<file path="config.mk">
export PLATFORM = sky130hd
export DESIGN_NAME = hmcf_device_flat
export DESIGN_NICKNAME = d
export VERILOG_FILES = /design/src/rtl/hmcf_pkg.sv /design/src/rtl/hmcf_link_if.sv /design/src/rtl/hmcf_device.sv /design/src/flat_wrapper.sv
export SDC_FILE = /design/constraint.sdc
export NUM_CORES = 1
export LEC_CHECK = 0
export BUFFER_PORTS_ARGS = -buffer_cell sky130_fd_sc_hd__buf_4
export CORE_MARGIN = 4
export CORE_UTILIZATION = 55
export CTS_BUF_LIST = sky130_fd_sc_hd__clkbuf_8
export CTS_CLUSTER_DIAMETER = 120
export DETAILED_ROUTE_END_ITERATION = 8
export PLACE_DENSITY = 0.74
export SYNTH_ARGS = -nofsm -noshare
export SYNTH_HDL_FRONTEND = slang
export SYNTH_SLANG_ARGS = --single-unit
</file>
<file path="constraint.sdc">
create_clock -name CLK_SYS -period 7.67 [get_ports CLK_SYS]
set_input_delay 0.767 -clock CLK_SYS [delete_from_list [all_inputs] [get_ports CLK_SYS]]
set_output_delay 0.767 -clock CLK_SYS [all_outputs]
set_load 0.01 [all_outputs]
</file>
<file path="src/rtl/hmcf_pkg.sv">
// hmcf_pkg: constants, opcodes and state types shared by both link ends
// assumes a single 125 MHz system clock at each end; no imports anywhere
//
// How it works
// - discriminator input is 1 at/above threshold
// - hit is discriminator AND channel mask
// - controller loads mask over link; device stores
// - link carries fundamental clock with interleaved data
// - counter reset command exact within one cycle
// - inject command fires at precise clock time
// - device holds 6-bit threshold DAC setting
// - logic runs at nominal 10 MHz fundamental
// - all device logic clocked by CLK_SYS, acting on synchronised link clock rises
// - sixty-four independent channels with own mask
// - optional diagnostic register replaces live hits
// - discriminator state sampled on rising edge
// - one hit per pulse, no time-over-threshold
package hmcf_pkg;

  // timing
  localparam int CLK_PERIOD_NS  = 8;
  localparam int FUND_PERIOD_NS = 100;
  localparam int FUND_DIV       = FUND_PERIOD_NS / CLK_PERIOD_NS;
  localparam logic [3:0] DIV_LAST = 4'(FUND_DIV - 1);
  localparam logic [3:0] DIV_HALF = 4'(FUND_DIV / 2 - 1);

  // widths
  localparam int N_CHAN = 64;
  localparam int THR_W  = 6;
  localparam int OP_W   = 3;

  // frame counts
  localparam logic [6:0] OP_LAST   = 7'h02;
  localparam logic [6:0] HDR_LEN   = 7'h04;
  localparam logic [6:0] RESP_LAST = 7'h41;
  localparam logic [5:0] RX_LAST   = 6'h3F;

  // values after reset
  localparam logic [63:0] MASK_RST = 64'hFFFF_FFFF_FFFF_FFFF;
  localparam logic [5:0]  THR_RST  = 6'h20;
  localparam logic [63:0] DIAG_RST = 64'h0;

  // opcodes, sent LSB first after a start bit
  localparam logic [2:0] OP_NOP    = 3'h0;
  localparam logic [2:0] OP_CRST   = 3'h1;
  localparam logic [2:0] OP_INJ    = 3'h2;
  localparam logic [2:0] OP_MASK   = 3'h3;
  localparam logic [2:0] OP_THR    = 3'h4;
  localparam logic [2:0] OP_DIAG   = 3'h5;
  localparam logic [2:0] OP_DIAGEN = 3'h6;
  localparam logic [2:0] OP_READ   = 3'h7;

  // payload length in bits for an opcode
  function automatic logic [6:0] hmcf_plen(input logic [2:0] op);
    case (op)
      OP_MASK:   hmcf_plen = 7'h40;
      OP_DIAG:   hmcf_plen = 7'h40;
      OP_THR:    hmcf_plen = 7'h06;
      OP_DIAGEN: hmcf_plen = 7'h01;
      default:   hmcf_plen = 7'h00;
    endcase
  endfunction

  typedef enum logic [3:0] {
    DEV_IDLE = 4'h1,
    DEV_OPC  = 4'h2,
    DEV_PAY  = 4'h4,
    DEV_RESP = 4'h8
  } hmcf_dev_state_t;

  typedef enum logic [2:0] {
    CTL_IDLE = 3'h1,
    CTL_SEND = 3'h2,
    CTL_RECV = 3'h4
  } hmcf_ctl_state_t;

endpackage

</file>
<file path="src/rtl/hmcf_link_if.sv">
// hmcf_link_if: the three-wire control link between controller and device
// assumes both ends share CLK_SYS; all wires are single-direction
`timescale 1ns/1ns
`default_nettype none
interface hmcf_link_if;
  logic link_clk;
  logic link_cmd;
  logic link_rsp;

  modport ctrl (output link_clk, output link_cmd, input link_rsp);
  modport dev  (input link_clk, input link_cmd, output link_rsp);
endinterface
`default_nettype wire

</file>
<file path="src/rtl/hmcf_device.sv">
// hmcf_device: hit sampling, masking and the device end of the control link
// assumes link pins and discriminator lines are asynchronous to CLK_SYS
// and that CLK_SYS is well above eight times the fundamental link clock
`timescale 1ns/1ns
`default_nettype none
module hmcf_device (
  // system
  input  wire logic        CLK_SYS,
  input  wire logic        RESETN,
  input  wire logic        CE,
  // control link
  hmcf_link_if.dev         LINK,
  // discriminator outputs, 1 when at or above threshold
  input  wire logic [63:0] DISC_IN,
  // recorded hits
  output logic      [63:0] HIT,
  output logic             HIT_STB,
  // analog and timing controls
  output logic      [5:0]  THRESH,
  output logic             CNT_RESET,
  output logic             INJECT,
  output logic             DIAG_ON
);

  // link synchronisers; the stage-1 flops feed only stage 2
  logic        clk_s1_q;
  logic        clk_s2_q;
  logic        clk_s3_q;
  logic        cmd_s1_q;
  logic        cmd_s2_q;
  logic [63:0] disc_s1_q;
  logic [63:0] disc_s2_q;
  logic [63:0] disc_prev_q;

  // frame decoder
  hmcf_pkg::hmcf_dev_state_t state_q;
  logic [2:0]  opc_q;
  logic [6:0]  cnt_q;
  logic [63:0] sr_q;
  logic [63:0] sr_d;
  logic [2:0]  op_d;

  // settings and outputs
  logic [63:0] mask_q;
  logic [5:0]  thr_q;
  logic [63:0] diag_q;
  logic        diag_en_q;
  logic        rsp_q;
  logic [63:0] hit_q;
  logic        stb_q;
  logic        crst_q;
  logic        inj_q;

  // decoded events
  logic        tick;
  logic        op_end;
  logic        pay_end;
  logic [63:0] hit_src;

  // synchronise link and discriminator pins
  always_ff @(posedge CLK_SYS)
  begin
    if (!RESETN)
    begin
      clk_s1_q  <= 1'b0;
      clk_s2_q  <= 1'b0;
      clk_s3_q  <= 1'b0;
      cmd_s1_q  <= 1'b0;
      cmd_s2_q  <= 1'b0;
      disc_s1_q <= 64'h0;
      disc_s2_q <= 64'h0;
    end
    else if (CE)
    begin
      clk_s1_q  <= LINK.link_clk;
      clk_s2_q  <= clk_s1_q;
      clk_s3_q  <= clk_s2_q;
      cmd_s1_q  <= LINK.link_cmd;
      cmd_s2_q  <= cmd_s1_q;
      disc_s1_q <= DISC_IN;
      disc_s2_q <= disc_s1_q;
    end
  end

  // every action happens on a rising edge of the link clock
  assign tick = clk_s2_q & ~clk_s3_q;

  // decode helpers; data and clock share the same sync delay
  always_comb
  begin
    sr_d    = {cmd_s2_q, sr_q[63:1]};
    op_d    = {cmd_s2_q, opc_q[2:1]};
    op_end  = tick && (state_q == hmcf_pkg::DEV_OPC) && (cnt_q == hmcf_pkg::OP_LAST);
    pay_end = tick && (state_q == hmcf_pkg::DEV_PAY)
              && (cnt_q == hmcf_pkg::hmcf_plen(opc_q) - 7'h01);
  end

  // frame state machine: start bit, 3 opcode bits, payload or reply
  always_ff @(posedge CLK_SYS)
  begin
    if (!RESETN)
    begin
      state_q <= hmcf_pkg::DEV_IDLE;
      opc_q   <= 3'h0;
      cnt_q   <= 7'h00;
      sr_q    <= 64'h0;
    end
    else if (CE && tick)
    begin
      case (state_q)
        hmcf_pkg::DEV_IDLE:
        begin
          cnt_q <= 7'h00;
          if (cmd_s2_q)
            state_q <= hmcf_pkg::DEV_OPC;
        end
        hmcf_pkg::DEV_OPC:
        begin
          opc_q <= op_d;
          cnt_q <= (cnt_q == hmcf_pkg::OP_LAST) ? 7'h00 : cnt_q + 7'h01;
          if (cnt_q == hmcf_pkg::OP_LAST)
          begin
            if (op_d == hmcf_pkg::OP_READ)
              state_q <= hmcf_pkg::DEV_RESP;
            else if (hmcf_pkg::hmcf_plen(op_d) != 7'h00)
              state_q <= hmcf_pkg::DEV_PAY;
            else
              state_q <= hmcf_pkg::DEV_IDLE;
          end
        end
        hmcf_pkg::DEV_PAY:
        begin
          sr_q  <= sr_d;
          cnt_q <= cnt_q + 7'h01;
          if (pay_end)
            state_q <= hmcf_pkg::DEV_IDLE;
        end
        hmcf_pkg::DEV_RESP:
        begin
          cnt_q <= cnt_q + 7'h01;
          if (cnt_q == hmcf_pkg::RESP_LAST)
            state_q <= hmcf_pkg::DEV_IDLE;
        end
        default:
          state_q <= hmcf_pkg::DEV_IDLE;
      endcase
    end
  end

  // reply: a start bit, then mask LSB first, then one idle bit
  always_ff @(posedge CLK_SYS)
  begin
    if (!RESETN)
      rsp_q <= 1'b0;
    else if (CE && tick)
    begin
      if (state_q != hmcf_pkg::DEV_RESP)
        rsp_q <= 1'b0;
      else if (cnt_q == 7'h00)
        rsp_q <= 1'b1;
      else if (cnt_q == hmcf_pkg::RESP_LAST)
        rsp_q <= 1'b0;
      else
        rsp_q <= mask_q[6'(cnt_q - 7'h01)];
    end
  end

  // settings land whole on one tick, so hits see old or new only
  always_ff @(posedge CLK_SYS)
  begin
    if (!RESETN)
    begin
      mask_q    <= hmcf_pkg::MASK_RST;
      thr_q     <= hmcf_pkg::THR_RST;
      diag_q    <= hmcf_pkg::DIAG_RST;
      diag_en_q <= 1'b0;
    end
    else if (CE && pay_end)
    begin
      case (opc_q)
        hmcf_pkg::OP_MASK:   mask_q    <= sr_d;
        hmcf_pkg::OP_THR:    thr_q     <= sr_d[63:58];
        hmcf_pkg::OP_DIAG:   diag_q    <= sr_d;
        hmcf_pkg::OP_DIAGEN: diag_en_q <= sr_d[63];
        default:             diag_en_q <= diag_en_q;
      endcase
    end
  end

  // timing commands: fixed latency from the last opcode bit
  // so every chip on the link fires on the same fundamental edge
  always_ff @(posedge CLK_SYS)
  begin
    if (!RESETN)
    begin
      crst_q <= 1'b0;
      inj_q  <= 1'b0;
    end
    else if (CE)
    begin
      crst_q <= op_end && (op_d == hmcf_pkg::OP_CRST);
      inj_q  <= op_end && (op_d == hmcf_pkg::OP_INJ);
    end
  end

  // hit source: diagnostic pattern replaces live leading edges
  // leading-edge only, so a slow recovery cannot record twice
  assign hit_src = diag_en_q ? diag_q : (disc_s2_q & ~disc_prev_q);

  // sample all channels on the fundamental rising edge
  always_ff @(posedge CLK_SYS)
  begin
    if (!RESETN)
    begin
      disc_prev_q <= 64'h0;
      hit_q       <= 64'h0;
      stb_q       <= 1'b0;
    end
    else if (CE)
    begin
      stb_q <= tick;
      if (tick)
      begin
        disc_prev_q <= disc_s2_q;
        hit_q       <= hit_src & mask_q;
      end
    end
  end

  // outputs straight from flops
  assign LINK.link_rsp = rsp_q;
  assign HIT           = hit_q;
  assign HIT_STB       = stb_q;
  assign THRESH        = thr_q;
  assign CNT_RESET     = crst_q;
  assign INJECT        = inj_q;
  assign DIAG_ON       = diag_en_q;

endmodule
`default_nettype wire

</file>
<file path="src/flat_wrapper.sv">
// flat-port wrapper written by rule: the top's interface ports become plain ports
module hmcf_device_flat 
  (CLK_SYS, RESETN, CE, DISC_IN, HIT, HIT_STB, THRESH, CNT_RESET, INJECT, DIAG_ON, LINK_link_clk, LINK_link_cmd, LINK_link_rsp);
  hmcf_link_if LINK_i ();
  input  wire logic CLK_SYS;
  input  wire logic RESETN;
  input  wire logic CE;
  input  wire logic [63:0] DISC_IN;
  output logic      [63:0] HIT;
  output logic HIT_STB;
  output logic      [5:0] THRESH;
  output logic CNT_RESET;
  output logic INJECT;
  output logic DIAG_ON;
  input wire logic [$bits(LINK_i.link_clk)-1:0] LINK_link_clk;
  input wire logic [$bits(LINK_i.link_cmd)-1:0] LINK_link_cmd;
  output wire logic [$bits(LINK_i.link_rsp)-1:0] LINK_link_rsp;
  assign LINK_i.link_clk = LINK_link_clk;
  assign LINK_i.link_cmd = LINK_link_cmd;
  assign LINK_link_rsp = LINK_i.link_rsp;
  hmcf_device u_core (.CLK_SYS(CLK_SYS), .RESETN(RESETN), .CE(CE), .LINK(LINK_i), .DISC_IN(DISC_IN), .HIT(HIT), .HIT_STB(HIT_STB), .THRESH(THRESH), .CNT_RESET(CNT_RESET), .INJECT(INJECT), .DIAG_ON(DIAG_ON));
endmodule
</file>
# Yosys cells after proc, flatten, opt, wreduce, memory -nomap -nowiden
# Index checks and enable logic that the tools add are counted.
# classes
addsub	3
n_lt_le_gt_ge	1
eq_ne	23
n_mux	22
bitwise_logic	5
n_reduce_logical	23
# op_table
op	n
$and A64 B64 Y64	2
$mux W64	1
$not A64 Y64	1
$pmux W7 S3	3
$mux W7	6
$eq A3 B3 Y1 const B	7
$mux W4	5
$pmux W4 S4	1
$reduce_and A2 Y1	8
$eq A3 B2 Y1 const B	3
$logic_and A1 B1 Y1	8
$add A7 B1 Y7 const B	1
$eq A7 B2 Y1 const B	1
$eq A7 B7 Y1	1
$eq A7 B7 Y1 const B	1
$logic_not A7 Y1	1
$lt A6 B7 Y1 const B	1
$reduce_bool A7 Y1	1
$sub A7 B1 Y7 const B	1
$bmux W1 S6	1
$ne A2 B1 Y1 const B	3
$reduce_or A2 Y1	3
$sub A6 B1 Y6 const B	1
$reduce_and A5 Y1	1
12 further kinds	15
# totals
reg_bits	478
in_bits	69
output_inout_bits	75
wordCells	98

# Depth between registers and ports, before layout
# Gate-level depths: netlist of run 1.
# logic_depth
word_depth	13
ltp_mapped	12
mapped_depth_nobuf	9

# Least setup slack after synthesis of run 1
# No wires, ideal clock.
# synth_timing
kind	register to register
from	register u_core.cnt_q[0]
to	register u_core.rsp_q (netlist: u_core.LINK.link_rsp)
setup_time_ps	126
arrival_time_ps	3053
t_required_ps	7544
setup_slack_ps	4490
stages_incl_launch_ff	11
n_path_buf	2
period_less_slack_ps	3180
cell_sequence	dfxtp_1 clkbuf_1 inv_1 ha_1 xor2_4 buf_6 mux4_1 mux4_2 mux2_2 a22oi_2 o21ai_1
# synth_between
elab_chain_len	6
elab_cells_between_ends	8
classes_between	add/sub (1); eq/ne (1); mux (5); reduce/logical (1)
# synth_lines
element	line_no	text
start: declaration	hmcf_device.sv:38	logic [6:0] cnt_q;
start signal: assignment	hmcf_device.sv:120	cnt_q <= (cnt_q == hmcf_pkg::OP_LAST) ? 7'h00 : cnt_q + 7'h01;
start signal: assignment	hmcf_device.sv:134	cnt_q <= cnt_q + 7'h01;
start signal: assignment	hmcf_device.sv:140	cnt_q <= cnt_q + 7'h01;
$sub A6 B1 Y6	hmcf_device.sv:164	rsp_q <= mask_q[6'(cnt_q - 7'h01)];
$bmux W1 S6	hmcf_device.sv:164	
$mux W1 (implied by the code)	hmcf_device.sv:164	
$mux W1	hmcf_device.sv:161	else if (cnt_q == hmcf_pkg::RESP_LAST)
$mux W1 *	hmcf_device.sv:159	else if (cnt_q == 7'h00)
$mux W1 *	hmcf_device.sv:157	if (state_q != hmcf_pkg::DEV_RESP)
end signal: assignment	hmcf_device.sv:164	
end: declaration	hmcf_device.sv:48	logic rsp_q;
# Mark *: on every way between the ends. The rest lies on a longest branch, timed or not. The select of a mux whose other input is x is not followed.
# A chain may end at the register's enable or synchronous reset.

# Final worst setup path of run 1
# layout_timing
from	register u_core.opc_q[2]
to	register u_core.mask_q[57]
# layout_between
elab_chain_len	8
elab_cells_between_ends	11
classes_between	add/sub (1); eq/ne (5); mux (1); reduce/logical (4)
# layout_lines
element	line_no	text
start: declaration	hmcf_device.sv:37	logic [2:0] opc_q;
start signal: assignment	hmcf_device.sv:119	opc_q <= op_d;
$eq A3 B2 Y1 or $eq A3 B3 Y1 (tied branches)	hmcf_pkg.sv:55, hmcf_device.sv:180	
$reduce_or A2 Y1 (no line)	--	
$pmux W7 S3	hmcf_pkg.sv:55	case (op)
$sub A7 B1 Y7	hmcf_device.sv:95	&& (cnt_q == hmcf_pkg::hmcf_plen(opc_q) - 7'h01);
$eq A7 B7 Y1	hmcf_device.sv:95	
$logic_and A1 B1 Y1	hmcf_device.sv:95	
$logic_and A1 B1 Y1	hmcf_device.sv:178	else if (CE && pay_end)
$reduce_and A2 Y1 (no line) *	--	
end signal: assignment	hmcf_device.sv:173	mask_q <= hmcf_pkg::MASK_RST;
end signal: assignment	hmcf_device.sv:181	hmcf_pkg::OP_MASK: mask_q <= sr_d;
end: declaration	hmcf_device.sv:44	logic [63:0] mask_q;
# Mark *: on every way between the ends. The rest lies on a longest branch, timed or not.

==> impl_metrics.csv, run 1 <==
group,metric,value,unit
run_status,status,"finished clean",
placement,gp_congestion,0.821,
power,finalPower,4.92,mW
power,leakagePower,8.38,nW
drt,postRouteAntennaNets,0,
worst_setup_path,endpoint_kind,"register",
cts,cts_tree,"built",
placement,place_inst,2649,
power,ir_drop,124,uV
finish,syn2layout_area_growth,12.9,%
sta,period_needed,3.94,ns
cts,path_clk_slew,0.07,ns
sta,fmaxAchievable,254,MHz
finish,drive_above_1_share,12.2,%
synthesis,ys_dominant_reg_cell,"dfxtp_1",
drt,drt-total-wl,41.8,mm
synthesis,syn_area,20400,um2
drt,vias,14600,
synthesis,synthDistinctLibCells,49,
finish,multiInputGateArea,10100,um2
worst_setup_path,cpPeakStageDelay,0.81,ns
floorplan,io_pins,144,
floorplan,core,36600,um2
sta,grt_setup_unrepaired,"no",
floorplan,dieArea,40200,um2
job,cap_violations,0,
worst_setup_path,path_max_fanout,57,
floorplan,rows,70,
worst_setup_path,critical_path_class,"reg2reg",
grt,grt_pass1_vias,14200,
floorplan,fp.dieW,200,um
sta,hold_viol,0,
cts,clock_sinks,477,
floorplan,start_util,55.6,%
drt,drcViolationCount,0,
synthesis,synth_seq_cells,477,
worst_setup_path,path_cells,"nor2b_1 > nand2b_1 > ha_1 > xor2_1 > or3_1 > nor4b_1 > a31oi_1 > and4b_4 > buf_4 > mux2i_1",
finish,regArea,9550,um2
grt,grt_pass1_wl,70.0,mm
drt,wl_per_cell,15.0,um
sta,drv_slew,0,
min_path,min_path_type,"in2reg",
drt,drt_iter0_drc,886,
cts,ctsRootBufferMaster,"clkbuf_8",
drt,vias_per_cell,5.24,
cts,cts_hold_buf,0,
cts,cts_resized,0,
drt,drtPass1Iterations,5,
worst_setup_path,worstSetupStartpointType,"register",
sta,setup-tns-final,0,ns
grt,grt_util_met1,26.5,%
synthesis,synthArstFlopShare,0,%
synthesis,synth_edf_count,0,
power,power_density,214,nW/um2
grt,overflow,0,
cts,cts-htree-levels,3,
grt,grt_max_degree,290,
synthesis,syn_avg_cell_area,9.29,um2
synthesis,yosysSeqAreaShare,46.9,%
cts,worstSkewPairLatency,0.63,ns
worst_setup_path,required,8.20,ns
finish,layout.nets,2341,
grt,grtUsageMet2,34.2,%
sta,period_share,51.4,%
synthesis,synth_cells,2192,
synthesis,yosys_warnings,0,
grt,grt-busiest-layer,"met2",
synthesis,syn-num-nets,2269,
finish,fillers,3131,
floorplan,die_h,200,um
placement,hpwl,26.1,mm
sta,maxSlewHeadroom,8.42,%
cts,postCtsSetupRepairBufs,0,
finish,fin_cells,2790,
grt,global_route.usage.met3,3.93,%
worst_setup_path,cp.arrival,4.47,ns
grt,grtUsageTotal,20.3,%
worst_setup_path,slowest_stage,"buf_4",
sta,skew,0.0274,ns
sta,setup_viol_count_final,0,
finish,diodes,0,
grt,grt_antenna_before_repair,0,
sta,worst_pin_slew,1.37,ns
cts,cts-buffers-inserted,81,
cts,cts_buffer_depth,3,
placement,portBuffers,143,
## stage by stage
step | utilization [%] | area (um2) | worst slack (ns) | hold WS (ns)
floorplan | - | 20400 | 4.49 | 0.435
global placement | 58.5 | 21400 | 4.00 | 0.441
detailed placement | 58.5 | 21400 | 3.83 | 0.448
CTS | 62.8 | 23000 | 3.78 | 0.355
global route | 62.8 | 23000 | 3.38 | 0.364
finish | 62.8 | 23000 | 3.73 | 0.406
## cell families (layout without fill, tap and decap cells)
family | after synthesis | in the layout | synth area share [%]
adder cells (fa/ha/maj) | 9 | 9 | 0.541
flip-flops | 477 | 477 | 46.9
XOR/XNOR | 17 | 17 | 0.823
buffers and inverters | 170 | 300 | 3.71
AO/OA/AOI/OAI | 281 | 281 | 10.1
multiplexers | 298 | 298 | 15.8
AND/OR/NAND/NOR | 940 | 940 | 22.1
## critical path, delay by kind of cell (launching register included)
kind | cells | cell delay [ns]
fa+ha+maj | 1 | 0.26
buf+inv | 1 | 0.81
xor+xnor | 1 | 0.20
mux | 1 | 0.28
simple gates | 5 | 1.60
flops | 1 | 0.50
compound gates | 1 | 0.16
## synth_stat cells (7+ instances only)
| cell | n | share of area, % |
|---|---|---|
| and2_1 | 20 | 0.61 |
| buf_6 | 14 | 0.77 |
| o21ai_0 | 23 | 0.57 |
| mux2i_1 | 279 | 14 |
| buf_1 | 19 | 0.35 |
| mux4_1 | 7 | 0.90 |
| ha_1 | 8 | 0.49 |
| nand3_1 | 52 | 1.3 |
| a22o_1 | 46 | 2.0 |
| xor2_1 | 12 | 0.52 |
| a21boi_0 | 130 | 4.8 |
| clkbuf_1 | 127 | 2.3 |
| a21oi_1 | 24 | 0.59 |
| nor2_1 | 61 | 1.1 |
| nor3b_1 | 21 | 0.77 |
| mux4_2 | 10 | 1.1 |
| a21boi_1 | 47 | 1.7 |
| nand2_1 | 484 | 8.9 |
| nor2b_1 | 271 | 8.3 |
| dfxtp_1 | 477 | 47 |
## final timing paths
check                  startpoint                     end  slack [ns]  cells after the start
max               u_core.opc_q[2]       u_core.mask_q[57]        3.73                     10
min                   DISC_IN[53]    u_core.disc_s1_q[53]        0.41                      3
max reg2reg       u_core.opc_q[2]       u_core.mask_q[57]        3.73                     10
min reg2reg  u_core.disc_s2_q[53]  u_core.disc_prev_q[53]        0.45                      2
## area by class of cell
cell class / count / area share (%)
Multi-Input combinational cell: 1545 / 43.8
Sequential cell: 477 / 41.5
Clock buffer: 103 / 6.16
Timing Repair Buffer: 155 / 5.17
Tap cell: 468 / 2.55
Clock inverter: 38 / 0.675
Inverter: 4 / 0.0653
## registers in the layout, indices dropped and copies added (netlist names)
| signal | count |
|---|---|
| u_core.state_q | 4 |
| u_core.sr_q | 63 |
| u_core.clk_s2_q | 1 |
| u_core.cmd_s2_q | 1 |
| u_core.HIT | 64 |
| u_core.disc_s1_q | 64 |
| u_core.diag_q | 64 |
| u_core.CNT_RESET | 1 |
| u_core.THRESH | 6 |
| u_core.cmd_s1_q | 1 |
| u_core.INJECT | 1 |
| u_core.clk_s3_q | 1 |
| u_core.mask_q | 64 |
| u_core.DIAG_ON | 1 |
| u_core.HIT_STB | 1 |
| u_core.LINK.link_rsp | 1 |
| u_core.clk_s1_q | 1 |
| u_core.cnt_q | 7 |
| u_core.disc_s2_q | 64 |
| u_core.opc_q | 3 |
| u_core.disc_prev_q | 64 |
## report_power, final
group	internal (mW)	switching [mW]	total, mW
sequential	2.51	0.0220	2.54
clock	1.20	0.978	2.17
combinational	0.113	0.102	0.215
## layout by cell type, fill, tap and decap left out, types with 36 or more instances in the layout
cell type / Yosys / layout
buf_4: 2 / 152
dfxtp_1: 477 / 476
nor2_1: 61 / 60
clkbuf_8: 0 / 104
nor2b_1: 271 / 271
inv_1: 4 / 36
nand3_1: 52 / 52
mux2i_1: 279 / 279
a21boi_1: 47 / 47
a21boi_0: 130 / 130
nand2_1: 484 / 483
a22o_1: 46 / 46
## per-layer routing
layer | wire, um | vias up
li1 | - | 7458
met1 | 19500 | 6844
met2 | 19900 | 254
met3 | 1630 | 64
met4 | 816 | 0
met5 | 0 | -
(Power assumes the default switching activity.)
==> run 2, diff against run 1 <==
==> constraint.sdc (replaced) <==
create_clock -name CLK_SYS -period 4 [get_ports CLK_SYS]
set_input_delay 0.4 -clock CLK_SYS [delete_from_list [all_inputs] [get_ports CLK_SYS]]
set_output_delay 0.4 -clock CLK_SYS [all_outputs]
set_load 0.01 [all_outputs]
==> run 2 against run 1 <==
Worst setup slack worse by 3.1 ns. Clock power grew 91%. Count of clock-buffer cells in the layout fell by 2. Register-to-register slack got worse by 3.1 ns. Sequential share of layout area shrank 0.16 points. Final cell count rose by 0.22%. First-iteration DRC count shrank 7.0%. Combinational power increased by 93%. Power is 91% higher.
==> impl_metrics.csv, run 2 (synthesis gave the netlist of run 1 again) <==
group,metric,value,unit
run_status,status,"finished clean",
sta,whs,0.0485,ns
finish,fillers,3098,
worst_setup_path,path_cells,"nor2b_1 > nand2b_1 > ha_1 > xor2_1 > or3_1 > nor4b_1 > a31oi_1 > and4b_4 > buf_12 > mux2i_1",
power,seq_power_share,51.6,%
cts,worstSkewPairLatency,0.61,ns
cts,cts_hold_buf,1,
floorplan,rows,70,
worst_setup_path,crit_buf_inv,1,
cts,cts_buffer_depth,3,
cts,cts_resized,0,
power,leakagePower,8.41,nW
sta,drv_slew,0,
drt,vias_per_cell,5.23,
power,comb_power_share,4.4,%
placement,dpl-instance-area,21500,um2
grt,grt_pass1_vias,14000,
finish,drive_above_1_share,12.4,%
floorplan,core,36600,um2
sta,setup_viol_count_final,0,
placement,gp_congestion,0.786,
cts,cts-buffers-inserted,79,
placement,hpwl,27.1,mm
sta,period_needed,3.40,ns
finish,layout_common_cells,"nand2_1 (483), dfxtp_1 (476), mux2i_1 (279), nor2b_1 (271), buf_4 (154)",
sta,worst_slack,0.599,ns
worst_setup_path,slowest_stage,"and4b_4",
sta,worst_pin_slew,1.04,ns
min_path,min_path_type,"in2reg",
finish,post-route-cell-area,23100,um2
sta,maxSlewHeadroom,30.6,%
drt,drt-total-wl,42.5,mm
drt,vias,14600,
power,clockPowerShare,44.0,%
worst_setup_path,endpoint_kind,"register",
power,switching_share,22.6,%
sta,skew,0.0210,ns
drt,drcViolationCount,0,
drt,postRouteAntennaNets,0,
grt,overflow,0,
worst_setup_path,rrSetupSlack,0.60,ns
drt,drt_iter0_drc,824,
placement,post-place-ws,0.636,ns
cts,ctsRootBufferMaster,"clkbuf_8",
grt,grt_antenna_before_repair,0,
finish,syn2layout_area_growth,13.4,%
cts,cts-htree-levels,3,
finish,diodes,0,
sta,grt_setup_unrepaired,"no",
grt,grt_max_degree,181,
cts,cts_tree,"built",
grt,grt_pass1_wl,70.3,mm
worst_setup_path,crit_family,"simple AND/OR/NAND/NOR gates",
cts,postCtsSetupRepairBufs,0,
drt,wl_per_cell,15.2,um
worst_setup_path,cp.arrival,3.92,ns
floorplan,io_pins,144,
floorplan,fp.dieW,200,um
worst_setup_path,worstSetupStartpointType,"register",
sta,hold_viol,0,
grt,grtUsageTotal,20.3,%
worst_setup_path,critical_path_class,"reg2reg",
floorplan,dieArea,40200,um2
cts,path_clk_slew,0.06,ns
sta,period_share,85.0,%
floorplan,start_util,55.6,%
power,power_density,408,nW/um2
finish,post-route-util,63.1,%
floorplan,die_h,200,um
drt,drtPass1Iterations,5,
finish,layout.nets,2346,
placement,portBuffers,143,
cts,clock_sinks,477,
sta,fmaxAchievable,294,MHz
power,p_int,7.29,mW
job,cap_violations,0,
sta,setup-tns-final,0,ns
worst_setup_path,required,4.52,ns
worst_setup_path,cpPeakStageDelay,0.64,ns
worst_setup_path,path_max_fanout,29,
power,p_sw,2.13,mW
power,ir_drop,250,uV
finish,final_common_cell,"nand2_1",
==> run 2: changes by cell type in the layout (fill, tap and decap cells not counted) <==
| cell | delta |
|---|---|
| clkinvlp_4 | +2 |
| clkbuf_8 | -2 |
| dlygate4sd3_1 | +1 |
| buf_12 | +4 |
| clkinv_2 | -1 |
| buf_4 | +2 |
==> run 2: power by group through the flow <==
stage          Clock (mW)  Combinational, mW  Sequential, mW
2_1_floorplan           0              0.315            4.95
3_3_place_gp            0              0.409            4.96
3_5_place_dp            0              0.418            4.96
4_1_cts              4.27              0.420            4.86
5_1_grt              4.48              0.457            4.86
6_report             4.14              0.416            4.86
==> run 2: metal layers <==
metal / share of wire [%] / wire (um) / vias to the layer above / global-route usage [%]
met3: 3.8 / 1590 / 53 / 3.78
met5: 0 / 0 / - / 0
met2: 48 / 20300 / 229 / 33.7
met4: 1.5 / 646 / 0 / 6.37
li1: - / - / 7497 / -
met1: 47 / 20000 / 6857 / 27.2
==> run 2: cell type report <==
class	count	area [um2]	area share [%]
flip-flops and latches	477	9550	41.4
multi-input cells	1545	10100	43.7
clock inverters	39	165	0.715
inverters	4	15.0	0.0650
repair buffers	162	1290	5.61
clock buffers	101	1390	6.02
well taps	468	586	2.54
==> run 2: path summary, 6_finish.rpt <==
path / start / end / depth (start not counted)
setup reg to reg: u_core.opc_q[2] / u_core.diag_q[8] / 10
hold reg to reg: u_core.disc_prev_q[59] / u_core.disc_prev_q[59] / 2
hold / removal: DISC_IN[48] / u_core.disc_s1_q[48] / 3
setup / recovery: u_core.opc_q[2] / u_core.diag_q[8] / 10
==> run 2: per-stage QoR <==
stage,total power [mW],instances
6_report,9.42,2796
5_1_grt,9.80,2796
4_1_cts,9.55,2796
3_5_place_dp,5.38,2655
3_3_place_gp,5.37,2655
2_1_floorplan,5.27,2192
==> run 2: worst reg2reg max path: stages (launching register included) <==
cell and delay, ns:
dfxtp_1 0.50, nor2b_1 0.27, nand2b_1 0.16, ha_1 0.25
xor2_1 0.19, or3_1 0.32, nor4b_1 0.28, a31oi_1 0.14
and4b_4 0.64, buf_12 0.29, mux2i_1 0.26
